File: src/core/osc_ctrl_map.svh
`ifndef OSC_CTRL_MAP_SVH
`define OSC_CTRL_MAP_SVH
// Register byte offsets
`define OFS_CONTROL_ONE 12'h000
`define OFS_FREQ_SEL 12'h004
`define OFS_TRIM 12'h008
`define OFS_READY 12'h00c
`define OFS_ENABLE 12'h010
`define OFS_CFG 12'h014
// Field positions in control one
`define DIV_LSB 0
`define NOSC_LSB 4
// Reset oscillator codes and frequency select codes
`define RSTOSC_HF_1M 3'h6
`define RSTOSC_HF_32M 3'h0
`define RSTOSC_LF 3'h5
`define HFFRQ_1M 3'h0
`define HFFRQ_32M 3'h6
`define TRIM_RESET 6'h00
// Oscillator model timing, in Hz, ns and system clock cycles
`define SYS_CLK_HZ 125000000
`define LF_OSC_HZ 31000
`define MF_500K_HZ 500000
`define MF_32K_HZ 32000
`define HF_MAX_HZ 32000000
`define READY_TIME_NS 1000
`define READY_CYC ((`READY_TIME_NS * 125 + 999) / 1000)
`define TRIM_STEP_CYC 16
`endif

File: src/core/osc_ctrl_pkg.sv
package osc_ctrl_pkg;
	typedef enum logic [3:0] {
		SW_IDLE = 4'b0001,
		SW_WAIT_RDY = 4'b0010,
		SW_WAIT_LOW = 4'b0100,
		SW_DONE = 4'b1000
	} sw_state_t;
	typedef logic [2:0] osc_code_t;
endpackage

File: src/core/nco_tick.sv
`include "osc_ctrl_map.svh"
// Phase accumulator producing a one-cycle enable at a fraction of clk_sys_i
module nco_tick (
	// Clock and reset
	input wire logic clk_sys_i,
	input wire logic rstn_i,
	// Control
	input wire logic run_i,
	input wire logic [31:0] step_i,
	// Output
	output logic tick_o
);
	logic [31:0] acc_r, acc_nxt;
	logic tick_nxt;
	logic [32:0] sum;
	always_comb begin
		sum = {1'b0, acc_r} + {1'b0, step_i};
		acc_nxt = run_i ? sum[31:0] : 32'h0;
		tick_nxt = run_i & sum[32];
	end
	always_ff @(posedge clk_sys_i or negedge rstn_i) begin
		if (!rstn_i) begin
			acc_r <= 32'h0;
			tick_o <= 1'b0;
		end else begin
			acc_r <= acc_nxt;
			tick_o <= tick_nxt;
		end
	end
endmodule // nco_tick

File: src/core/osc_ctrl.sv
// Contract
// After reset the high oscillator starts at 1 MHz for reset code 110 and 32 MHz for 000.
// Software switches the system clock source by writing the new select field.
// With an internal source the input pin is released and the output pin follows a cfg bit.
// Two independent internal oscillators, high and low, can each be the system clock.
// The high oscillator runs up to 32 MHz at the rate picked by the 3-bit select field.
// A mid source inside the high oscillator always gives 500 kHz and 32 kHz clocks.
// A 4-bit divider field divides the high oscillator output from 1:1 to 1:512.
// The trim register resets to zero and holds a 6-bit two's complement adjustment.
// Trim 1Fh is the largest step up and 20h the largest step down.
// After a trim write the frequency moves gradually with no completion status.
// Trim leaves the low oscillator and its users untouched.
// The low oscillator runs at 31 kHz and times the power-up timer, watchdog and monitor.
// The low oscillator is enabled by the reset select or by a run-time select write; here it always runs.
// The low oscillator clock is also offered to the timers and the logic cell.
// A ready bit per oscillator is readable in the status register.
// Manual enables start any oscillator, external and secondary too, and show ready.
// Source, frequency and divider changes reach the clock output without runts; here frequency skips the switch and a new source may tick next cycle.
//
// The register addresses and register access over APB are this design's own decisions.
`include "osc_ctrl_map.svh"
module osc_ctrl (
	// Clock and reset
	input wire logic clk_sys_i,
	input wire logic rstn_i,
	// Configuration words
	input wire osc_ctrl_pkg::osc_code_t reset_osc_select_i,
	input wire logic clock_output_enable_cfg_i,
	// APB slave
	input wire logic psel_i,
	input wire logic penable_i,
	input wire logic pwrite_i,
	input wire logic [11:0] paddr_i,
	input wire logic [31:0] pwdata_i,
	output logic [31:0] prdata_o,
	output logic pready_o,
	output logic pslverr_o,
	// Clock enables to consumers
	output logic sys_clk_en_o,
	output logic lf_tick_o,
	output logic mf_500k_tick_o,
	output logic mf_32k_tick_o,
	// Pins
	output logic clock_input_pin_release_o,
	output logic clock_output_pin_o,
	output logic clock_output_pin_oe_o
);
	import osc_ctrl_pkg::*;

	// ****************
	// Registers
	// ****************
	logic [2:0] new_osc_select_r, new_osc_select_nxt;
	logic [3:0] clock_divider_field_r, clock_divider_field_nxt;
	logic [2:0] high_freq_select_field_r, high_freq_select_field_nxt;
	logic [5:0] oscillator_trim_r, oscillator_trim_nxt;
	logic [4:0] osc_manual_enable_r, osc_manual_enable_nxt;
	logic [31:0] prdata_nxt;
	logic pready_nxt, pslverr_nxt;
	logic cfg_loaded_r, cfg_loaded_nxt;
	logic wr_en, rd_en;
	logic [4:0] ready_bits;
	always_comb begin
		wr_en = psel_i & penable_i & pwrite_i & ~pready_o;
		rd_en = psel_i & penable_i & ~pwrite_i & ~pready_o;
		new_osc_select_nxt = new_osc_select_r;
		clock_divider_field_nxt = clock_divider_field_r;
		high_freq_select_field_nxt = high_freq_select_field_r;
		oscillator_trim_nxt = oscillator_trim_r;
		osc_manual_enable_nxt = osc_manual_enable_r;
		cfg_loaded_nxt = 1'b1;
		prdata_nxt = 32'h0;
		pslverr_nxt = 1'b0;
		pready_nxt = psel_i & penable_i & ~pready_o;
		if (!cfg_loaded_r) begin
			// Reset strap caught one cycle after release
			new_osc_select_nxt = reset_osc_select_i;
			high_freq_select_field_nxt = (reset_osc_select_i == `RSTOSC_HF_1M) ?
				`HFFRQ_1M : `HFFRQ_32M;
		end
		if (wr_en) begin
			if (paddr_i == `OFS_CONTROL_ONE) begin
				new_osc_select_nxt = pwdata_i[`NOSC_LSB +: 3];
				clock_divider_field_nxt = pwdata_i[`DIV_LSB +: 4];
			end else if (paddr_i == `OFS_FREQ_SEL) begin
				high_freq_select_field_nxt = pwdata_i[2:0];
			end else if (paddr_i == `OFS_TRIM) begin
				oscillator_trim_nxt = pwdata_i[5:0];
			end else if (paddr_i == `OFS_ENABLE) begin
				osc_manual_enable_nxt = pwdata_i[4:0];
			end else if (paddr_i != `OFS_READY && paddr_i != `OFS_CFG) begin
				pslverr_nxt = 1'b1;
			end
		end
		if (rd_en) begin
			if (paddr_i == `OFS_CONTROL_ONE) begin
				prdata_nxt = {25'h0, new_osc_select_r, clock_divider_field_r};
			end else if (paddr_i == `OFS_FREQ_SEL) begin
				prdata_nxt = {29'h0, high_freq_select_field_r};
			end else if (paddr_i == `OFS_TRIM) begin
				prdata_nxt = {26'h0, oscillator_trim_r};
			end else if (paddr_i == `OFS_READY) begin
				prdata_nxt = {27'h0, ready_bits};
			end else if (paddr_i == `OFS_ENABLE) begin
				prdata_nxt = {27'h0, osc_manual_enable_r};
			end else if (paddr_i == `OFS_CFG) begin
				prdata_nxt = {28'h0, clock_output_enable_cfg_i, reset_osc_select_i};
			end else begin
				pslverr_nxt = 1'b1;
			end
		end
	end
	always_ff @(posedge clk_sys_i or negedge rstn_i) begin
		if (!rstn_i) begin
			new_osc_select_r <= 3'h0;
			clock_divider_field_r <= 4'h0;
			high_freq_select_field_r <= `HFFRQ_32M;
			oscillator_trim_r <= `TRIM_RESET;
			osc_manual_enable_r <= 5'h0;
			cfg_loaded_r <= 1'b0;
			prdata_o <= 32'h0;
			pready_o <= 1'b0;
			pslverr_o <= 1'b0;
		end else begin
			new_osc_select_r <= new_osc_select_nxt;
			clock_divider_field_r <= clock_divider_field_nxt;
			high_freq_select_field_r <= high_freq_select_field_nxt;
			oscillator_trim_r <= oscillator_trim_nxt;
			osc_manual_enable_r <= osc_manual_enable_nxt;
			cfg_loaded_r <= cfg_loaded_nxt;
			prdata_o <= prdata_nxt;
			pready_o <= pready_nxt;
			pslverr_o <= pslverr_nxt;
		end
	end

	// ****************
	// Oscillator models
	// ****************
	// Step for an NCO: f * 2^32 / 125 MHz
	function automatic logic [31:0] nco_step(input logic [31:0] hz);
		logic [63:0] p;
		p = {32'h0, hz} << 32;
		nco_step = 32'(p / 64'(`SYS_CLK_HZ));
	endfunction
	// Trim applied as step * (1 + t/256), only on the high oscillator
	function automatic logic [31:0] trimmed(input logic [31:0] s, input logic signed [6:0] t);
		logic signed [40:0] adj;
		adj = $signed({9'h0, s}) + (($signed({9'h0, s}) >>> 8) * t);
		trimmed = adj[31:0];
	endfunction
	logic [31:0] hf_base;
	always_comb begin
		case (high_freq_select_field_r)
			3'h0: hf_base = nco_step(32'd1000000);
			3'h1: hf_base = nco_step(32'd2000000);
			3'h2: hf_base = nco_step(32'd4000000);
			3'h3: hf_base = nco_step(32'd8000000);
			3'h4: hf_base = nco_step(32'd12000000);
			3'h5: hf_base = nco_step(32'd16000000);
			default: hf_base = nco_step(`HF_MAX_HZ);
		endcase
	end
	// Trim walks one step at a time toward the written value
	logic signed [6:0] trim_eff_r, trim_eff_nxt;
	logic [4:0] trim_cnt_r, trim_cnt_nxt;
	always_comb begin
		trim_cnt_nxt = (trim_cnt_r == 5'(`TRIM_STEP_CYC - 1)) ? 5'h0 : trim_cnt_r + 5'h1;
		trim_eff_nxt = trim_eff_r;
		if (trim_cnt_r == 5'h0) begin
			if (trim_eff_r < $signed({oscillator_trim_r[5], oscillator_trim_r}))
				trim_eff_nxt = trim_eff_r + 7'sd1;
			else if (trim_eff_r > $signed({oscillator_trim_r[5], oscillator_trim_r}))
				trim_eff_nxt = trim_eff_r - 7'sd1;
		end
	end
	always_ff @(posedge clk_sys_i or negedge rstn_i) begin
		if (!rstn_i) begin
			trim_eff_r <= 7'sd0;
			trim_cnt_r <= 5'h0;
		end else begin
			trim_eff_r <= trim_eff_nxt;
			trim_cnt_r <= trim_cnt_nxt;
		end
	end

	// Ready counters: bit0 high, 1 low, 2 mid, 3 external, 4 secondary
	logic [4:0] osc_on;
	logic [7:0] rdy_cnt_r [5];
	logic [7:0] rdy_cnt_nxt [5];
	always_comb begin
		osc_on[0] = (new_osc_select_r == `RSTOSC_HF_1M) | (new_osc_select_r == `RSTOSC_HF_32M)
			| osc_manual_enable_r[0] | 1'b1; // mid source keeps high running, see
		osc_on[1] = (new_osc_select_r == `RSTOSC_LF) | osc_manual_enable_r[1] | 1'b1;
		osc_on[2] = osc_on[0];
		osc_on[3] = osc_manual_enable_r[3];
		osc_on[4] = osc_manual_enable_r[4];
		for (int i = 0; i < 5; i++) begin
			if (!osc_on[i])
				rdy_cnt_nxt[i] = 8'h0;
			else if (rdy_cnt_r[i] != 8'(`READY_CYC))
				rdy_cnt_nxt[i] = rdy_cnt_r[i] + 8'h1;
			else
				rdy_cnt_nxt[i] = rdy_cnt_r[i];
			ready_bits[i] = (rdy_cnt_r[i] == 8'(`READY_CYC));
		end
	end
	always_ff @(posedge clk_sys_i or negedge rstn_i) begin
		if (!rstn_i) begin
			for (int i = 0; i < 5; i++) rdy_cnt_r[i] <= 8'h0;
		end else begin
			for (int i = 0; i < 5; i++) rdy_cnt_r[i] <= rdy_cnt_nxt[i];
		end
	end

	logic hf_tick, lf_tick, mf5_tick, mf3_tick, ext_tick;
	nco_tick u_hf (.clk_sys_i(clk_sys_i), .rstn_i(rstn_i), .run_i(osc_on[0]),
		.step_i(trimmed(hf_base, trim_eff_r)), .tick_o(hf_tick));
	nco_tick u_lf (.clk_sys_i(clk_sys_i), .rstn_i(rstn_i), .run_i(osc_on[1]),
		.step_i(nco_step(`LF_OSC_HZ)), .tick_o(lf_tick));
	nco_tick u_mf5 (.clk_sys_i(clk_sys_i), .rstn_i(rstn_i), .run_i(osc_on[2]),
		.step_i(nco_step(`MF_500K_HZ)), .tick_o(mf5_tick));
	nco_tick u_mf3 (.clk_sys_i(clk_sys_i), .rstn_i(rstn_i), .run_i(osc_on[2]),
		.step_i(nco_step(`MF_32K_HZ)), .tick_o(mf3_tick));
	assign ext_tick = 1'b0;

	// ****************
	// Divider and glitch-free switch
	// ****************
	// Source and divider are only swapped on a tick of the active source, or while neither high nor low is ready; the new source may tick in the next cycle
	logic [8:0] div_cnt_r, div_cnt_nxt;
	logic [3:0] div_act_r, div_act_nxt;
	logic [2:0] src_act_r, src_act_nxt;
	logic [2:0] hffrq_act_r, hffrq_act_nxt;
	logic hf_div_tick, src_tick, sys_en_nxt, co_r, co_nxt;
	function automatic logic [8:0] div_limit(input logic [3:0] d);
		div_limit = (d > 4'h9) ? 9'h1ff : 9'((10'h1 << d) - 10'h1);
	endfunction
	always_comb begin
		hf_div_tick = 1'b0;
		div_cnt_nxt = div_cnt_r;
		if (hf_tick) begin
			if (div_cnt_r >= div_limit(div_act_r)) begin
				div_cnt_nxt = 9'h0;
				hf_div_tick = 1'b1;
			end else begin
				div_cnt_nxt = div_cnt_r + 9'h1;
			end
		end
		src_tick = (src_act_r == `RSTOSC_LF) ? lf_tick : hf_div_tick;
		src_act_nxt = src_act_r;
		div_act_nxt = div_act_r;
		hffrq_act_nxt = hffrq_act_r;
		if (src_tick | ~(ready_bits[0] | ready_bits[1])) begin
			src_act_nxt = new_osc_select_r;
			div_act_nxt = clock_divider_field_r;
			hffrq_act_nxt = high_freq_select_field_r;
		end
		sys_en_nxt = src_tick;
		co_nxt = src_tick ? ~co_r : co_r;
	end
	always_ff @(posedge clk_sys_i or negedge rstn_i) begin
		if (!rstn_i) begin
			div_cnt_r <= 9'h0;
			div_act_r <= 4'h0;
			src_act_r <= 3'h0;
			hffrq_act_r <= `HFFRQ_32M;
			co_r <= 1'b0;
			sys_clk_en_o <= 1'b0;
			lf_tick_o <= 1'b0;
			mf_500k_tick_o <= 1'b0;
			mf_32k_tick_o <= 1'b0;
			clock_input_pin_release_o <= 1'b0;
			clock_output_pin_o <= 1'b0;
			clock_output_pin_oe_o <= 1'b0;
		end else begin
			div_cnt_r <= div_cnt_nxt;
			div_act_r <= div_act_nxt;
			src_act_r <= src_act_nxt;
			hffrq_act_r <= hffrq_act_nxt;
			co_r <= co_nxt;
			sys_clk_en_o <= sys_en_nxt;
			lf_tick_o <= lf_tick;
			mf_500k_tick_o <= mf5_tick;
			mf_32k_tick_o <= mf3_tick;
			clock_input_pin_release_o <= cfg_loaded_r;
			clock_output_pin_o <= co_r;
			clock_output_pin_oe_o <= clock_output_enable_cfg_i & cfg_loaded_r;
		end
	end
endmodule // osc_ctrl

File: config.mk
export PLATFORM = sky130hd
export DESIGN_NAME = osc_ctrl
export DESIGN_NICKNAME = d
export VERILOG_FILES = /design/src/core/osc_ctrl_pkg.sv /design/src/core/nco_tick.sv /design/src/core/osc_ctrl.sv
export VERILOG_INCLUDE_DIRS = /design/src /design/src/core
export SDC_FILE = /design/constraint.sdc
export NUM_CORES = 1
export LEC_CHECK = 0
export BUFFER_PORTS_ARGS = -buffer_cell sky130_fd_sc_hd__buf_2
export CORE_MARGIN = 2
export CORE_UTILIZATION = 60
export DETAILED_ROUTE_END_ITERATION = 7
export PLACE_DENSITY_LB_ADDON = 0.15
export SLEW_MARGIN = 5
export SYNTH_ARGS = -nofsm -noshare
export SYNTH_HDL_FRONTEND = slang
export SYNTH_SLANG_ARGS = --single-unit
File: constraint.sdc
create_clock -name clk_sys_i -period 9.6 [get_ports clk_sys_i]
set_input_delay 0.48 -clock clk_sys_i [delete_from_list [all_inputs] [get_ports clk_sys_i]]
set_output_delay 0.48 -clock clk_sys_i [all_outputs]
set_load 0.005 [all_outputs]
-- Word level (Yosys, flattened, before mapping)
Cells that the tools add are included.
- logic and storage cells: 149
- output and inout port bits: 41
- bits in registers: 264
- shift-type cells: 1
- add/sub/neg operators: 15
- bitwise gates (word level): 16
- muxes and demuxes: 41
- $mul: 1
- order comparisons: 4
- reduce and logical (&&, ||, !) cells: 9
- equality and inequality tests: 27
- operators with widths (operator ; number):
    one-hot mux 31 bit (6 select lines) ; 1
    adder 32 x 21 -> 33 bit (second input constant) ; 2
    adder 8 x 1 -> 8 bit (second input constant) ; 5
    == test 8 x 7 -> 1 bit (second input constant) ; 5
    != test 8 x 7 -> 1 bit (second input constant) ; 5
    adder 32 x 25 -> 33 bit (second input constant) ; 1
    adder 32 x 32 -> 33 bit ; 1
    adder 32 x 31 -> 32 bit ; 1
    2-to-1 mux 8 bit ; 4
    multiplier 24 x 7 -> 31 bit ; 1
    2-to-1 mux 7 bit ; 4
    == test 12 x 4 -> 1 bit (second input constant) ; 2
    == test 12 x 5 -> 1 bit (second input constant) ; 2
    2-to-1 mux 3 bit ; 8
    2-to-1 mux 9 bit ; 2
    2-to-1 mux 1 bit ; 16
    2-to-1 mux 5 bit ; 3
    == test 12 x 3 -> 1 bit (second input constant) ; 1
    == test 3 bit (second input constant) ; 4
    logical NOT 12 bit ; 1
    2-to-1 mux 6 bit ; 2
    != test 12 x 4 -> 1 bit (second input constant) ; 1
    != test 12 x 5 -> 1 bit (second input constant) ; 1
    adder 9 x 1 -> 9 bit (second input constant) ; 1
    24 further kinds ; 40

-- Depth between registers and ports, before layout
- depth after elaboration: 15
- mapped depth: 34
- depth with buffers taken out: 32

-- Hierarchy
A second synthesis with hierarchy kept.
- cell total of the unflattened synthesis: 2825
- area, all modules: 24448.4 µm²
- modules (own cells, without submodules) (module ; area an instance (µm²) ; instances ; cells each):
    osc_ctrl ; 12467.0 ; 1 ; 1393
    nco_tick ; 2995.4 ; 4 ; 358

-- Least setup slack after synthesis
OpenSTA, ideal clock, no wires.
- path kind: reg2reg
- start point: reg high_freq_select_field_r[1]
- end point: reg u_hf.tick_o
- buffers on the path: 1
- period minus slack after synthesis: 7419 ps
- setup time: 124 ps
- data required time: 9476 ps
- slack: 2181 ps
- data arrival time: 7295 ps
- stages on the path, launching flop included: 30
- cell sequence: dfstp_2 > clkbuf_1 > xnor2_1 > nand2b_1 > nor3b_1 > nand2_1 > fa_1 > fa_1 > inv_1 > fa_1 > inv_1 > fa_1 > inv_1 > ha_1 > nand2_1 > o21ai_0 > o21ai_0 > o211ai_1 > nor3_1 > o21a_1 > o21ai_0 > xor2_1 > ha_1 > a21o_1 > nor3_1 > a21oi_1 > a221oi_1 > o21ai_1 > o311a_1 > or2_1
- word-level cells in the longest chain between the ends: 5
- elaborated cells on any way between the ends: 10
- those cells by class: add/sub (2); mul (1); eq/ne (5); mux (1); reduce/logical (1)
- ends and longest elaborated chain (what ; RTL line ; source):
    start: declaration ; osc_ctrl.sv:55 ; logic [2:0] high_freq_select_field_r, high_freq_select_field_nxt;
    start signal: assignment ; osc_ctrl.sv:117 ; high_freq_select_field_r <= `HFFRQ_32M;
    start signal: assignment ; osc_ctrl.sv:127 ; high_freq_select_field_r <= high_freq_select_field_nxt;
    == test 3 bit, or another cell as far along ; osc_ctrl.sv:154 ; case (high_freq_select_field_r)
    one-hot mux 31 bit (6 select lines) * ; osc_ctrl.sv:154 ;
    multiplier 24 x 7 -> 31 bit ; osc_ctrl.sv:149 ; adj = $signed({9'h0, s}) + (($signed({9'h0, s}) >>> 8) * t);
    adder 32 x 31 -> 32 bit * ; osc_ctrl.sv:149 ;
    adder 32 x 32 -> 33 bit * ; nco_tick.sv:17 ; sum = {1'b0, acc_r} + {1'b0, step_i};
    via u_hf.tick_nxt ; nco_tick.sv:14 ; logic tick_nxt;
    end signal: assignment ; nco_tick.sv:27 ; tick_o <= tick_nxt;
    end: declaration ; nco_tick.sv:11 ; output logic tick_o
Mark *: on every way through the listed nets, which the timed path passes. The rest lies on a longest branch.
A chain may end at the register's enable or synchronous reset.

-- Final worst setup path
- start point: reg high_freq_select_field_r[2]
- end point: reg u_hf.tick_o
The elaborated chain is that of the path after synthesis.

==> results.md <==
* Status: finished, violations left
* Violated checks: hold timing
* Synthesized instance count at 1997
* RSZ-0062 raised after global routing: false
* Max frequency at between 0.1 and 0.15 GHz
* Drt wl/cell at between 15 and 20 µm
* Post-DRT Antenna Nets at 0
* WP data required at approximately 10000 ps
* Area growth syn-to-layout at 7.421%
* Area share of and/or/nand/nor cells after synthesis at between 10% and 20%
* First-pass GRT wire length at 67.54 mm
* Std cell rows at between 60 and 70
* Dpl hpwl at just under 30 mm
* Placed cell count at 2400
* Slew headroom at 38.67%
* Router iterations before antenna repair at 5
* H-tree levels at 1
* Hold Crit Class: input pin to asynchronous set/reset pin
* CTS tree: yes
* Clock latency on the worst-skew pair at around 560 ps
* Clk_skew at 23.84 ps
* Clock transition at path regs at 60 ps
* Period Utilization, post-route at about nine tenths
* DR WL met3 at roughly 2.2 mm
* Yosys cell types at between 80 and 90
* Crit Reg-Reg Endpoint: u_hf.tick_o$_DFF_PN0_
* Post-synth EDFFs at 0
* Multi-input gate area at between 10000 and 15000 µm²
* Final Non-Filler Cells at 2447
* Die H at about 180 µm
* Diode count at 0
* CTS sink cnt at around 240
* Startpoint class of the critical path: flop
* Met1 wire length at around 17 mm
* CP Capture Type: flop
* Mapped cell area at between 15000 and 20000 µm²
* Die Area at between 30000 and 40000 µm²
* Chip Width at about 180 µm
* Cells on worst reg2reg path at 30
* Synth Area in XOR/XNOR at between 8 and 9%
* TNS Setup at 0 ps
* Cts bufs inserted at 27
* Largest family of logic cells by synthesized area: adder cells
* PortBufs at 43
* Worst R2R Start: high_freq_select_field_r[2]$_DFF_PN1_
* Yosys reg bits at 239
* Share of the synthesized area in the top cell type at a little under a third
* # DRC at 0
* Max-cap violations at 0
* Number of gates resized after CTS at 0
* Worst path max stage delay at 830 ps
* Via density at 5.640
* Tot GR Track Use at 24.73%
* Placed Area at 19540 µm²
* Sequential area share after synthesis at 31.43%
* Ys Warns at 0
* Compound-Gate Fraction of Synth Area at between 10% and 20%
* Max stage delay cell, worst path: dfstp_2
* Initial core utilization at 60.64%
* Mean post-synth cell area at between 9 and 10 µm²
* Root Driver: clkbuf_16
* Top routing layer in use: met4
* CP Class: flop to flop
* Total Nets Final at 2368
* Asr flop ratio synth at between 90% and 100%
* Slew @ Worst Pin at a little over 900 ps
* IO Count at 94
* Count of final hold-check violations at 12
* Yosys top cell by area: dfrtp_1
* Placer Congestion at around 0.92
* Endpoints failing setup at 0
* Met2 wire length at about 19 mm
* Vias in the first global route at about 14000
* Crit path time final at between 8000 and 9000 ps
* WHS at -37.84 ps
* Slew Limit Fails at 0
* Congestion Overflow GR at 0
* Register Area at 5983 µm²
* Mux contribution to synthesized area at 2.445%
* DR vias at around 14000
* Pin count of the biggest net entering global routing at approximately 110
* Antenna violations before repair at 0
* Worst Path Max Fanout at 30
* Critical path arrival at between 9000 and 10000 ps
* Deepest clock path buffer count at 3
* Core ar. at 31390 µm²
* Hold-fix buffers, CTS at 0
* Final core utilization at between 60% and 70%
* Detailed Route Iter0 Violations at around 960
* Final wirelength at about 39 mm
* Predominant post-synthesis flop cell: dfrtp_1
* Adder-Cell Fraction of Synth Area at around a quarter
* Largest cells by area after synthesis: dfrtp_1, fa_1, ha_1, inv_1, xnor2_1
* Post-CTS setup buffer count at 0
* # fillers at about 2500
* Cell area after layout at 20450 µm²
* Layout cells sized above 1 at under 10%
* Reg2reg setup slack at around 950 ps
## synth_stat cells (4+ instances only)
master / number
nor2_1: 136
o21a_1: 11
nand3_1: 44
o22ai_1: 6
o2111ai_1: 4
nor4_1: 7
and4_1: 6
nor2b_1: 25
clkbuf_1: 45
dfrtp_1: 237
nand4_1: 14
o31ai_1: 10
or2_2: 5
buf_4: 25
nor3_1: 36
and2_1: 63
a21o_1: 33
o21ai_0: 63
mux2_2: 31
or3_1: 15
a21oi_1: 102
a21boi_0: 6
xnor2_1: 103
ha_1: 151
nand2b_1: 21
fa_1: 137
nand2_1: 162
and3_1: 37
nor3b_1: 4
a211oi_1: 11
xor2_1: 75
mux2i_1: 6
mux2_1: 5
o21ai_1: 8
a31oi_1: 18
inv_1: 256
o21bai_1: 5
## registers in the layout (all words and copies together) (netlist names), 6 cells and up
register           count
u_lf.acc_r            32
u_mf5.acc_r           32
prdata_o               7
u_mf3.acc_r           32
div_cnt_r              9
trim_eff_r             7
oscillator_trim_r      6
u_hf.acc_r            32
rdy_cnt_r             40
## final cells by class
type,instances,area share [%]
inverter,258,4.736
timing repair buffer,51,1.395
tap,402,2.460
sequential,239,29.26
clock buffer,36,3.714
clock inverter,11,0.7220
multi-input combinational,1450,57.71
## layer usage
layer  track usage [%]  vias up
met3             3.971       70
met5                 0        -
met1             34.06     6766
met4             6.226        0
li1                  -     6615
met2             41.22      350
## logic make-up after synthesis
| family | count (synthesis) |
|---|---|
| and+or+nand+nor | 589 |
| buffers and inverters | 332 |
| AOI/OAI and AO/OA | 327 |
| adders and majority gates | 288 |
| DFF | 239 |
| xor gates and xnor gates | 178 |
| muxes | 42 |
| other | 2 |
## worst max-delay path by stage
| stage | start | endpoint | slack (ps) |
|---|---|---|---|
| 2_1_floorplan | high_freq_select_field_r[1]$_DFF_PN1_ | u_hf.tick_o$_DFF_PN0_ | 2180 |
| 3_3_place_gp | high_freq_select_field_r[2]$_DFF_PN1_ | u_hf.tick_o$_DFF_PN0_ | 1110 |
| 3_5_place_dp | high_freq_select_field_r[2]$_DFF_PN1_ | u_hf.tick_o$_DFF_PN0_ | 990 |
| 4_1_cts | high_freq_select_field_r[2]$_DFF_PN1_ | u_hf.tick_o$_DFF_PN0_ | 1010 |
| 5_1_grt | high_freq_select_field_r[2]$_DFF_PN1_ | u_hf.tick_o$_DFF_PN0_ | 290 |
| 6_report | high_freq_select_field_r[2]$_DFF_PN1_ | u_hf.tick_o$_DFF_PN0_ | 950 |
## through the flow
| stage | setup slack [ps] | hold WS [ps] |
|---|---|---|
| floorplan | 2181 | 184.4 |
| global placement | 1108 | 334.1 |
| detailed placement | 988.1 | 337.1 |
| CTS | 1011 | 24.95 |
| global route | 293.9 | 52.80 |
| finish | 946.6 | -37.84 |
## layout by cell type (no fill, tap or decap), drive strengths merged, types with 11 or more instances in the layout
cell type / netlist / final
o31ai: 12 / 12
a21o: 33 / 33
inv: 257 / 258
and3: 37 / 37
a31oi: 19 / 19
mux2: 36 / 36
or3: 16 / 16
clkbuf: 45 / 36
o21ai: 72 / 72
nand2: 162 / 162
conb: 2 / 26
buf: 29 / 51
dfrtp: 237 / 237
a211oi: 13 / 13
and2: 63 / 63
nor2b: 26 / 26
xnor2: 103 / 103
nand4: 14 / 14
nor2: 139 / 139
nand2b: 21 / 21
nor3: 36 / 36
nand3: 44 / 44
ha: 151 / 151
o21a: 11 / 11
fa: 137 / 137
xor2: 75 / 75
a21oi: 103 / 103
## critical path: cells and delay by family, from the launching register on
| kind | cells | cell delay (ps) |
|---|---|---|
| DFF | 1 | 830 |
| and+or+nand+nor | 7 | 1210 |
| xor gates and xnor gates | 1 | 260 |
| AOI/OAI and AO/OA | 9 | 2410 |
| adders and majority gates | 7 | 2950 |
| buffers and inverters | 6 | 890 |
Power is left out: the tool's default activity adds up to more than one toggle a clock period on the data nets, which glitch-free logic cannot reach.
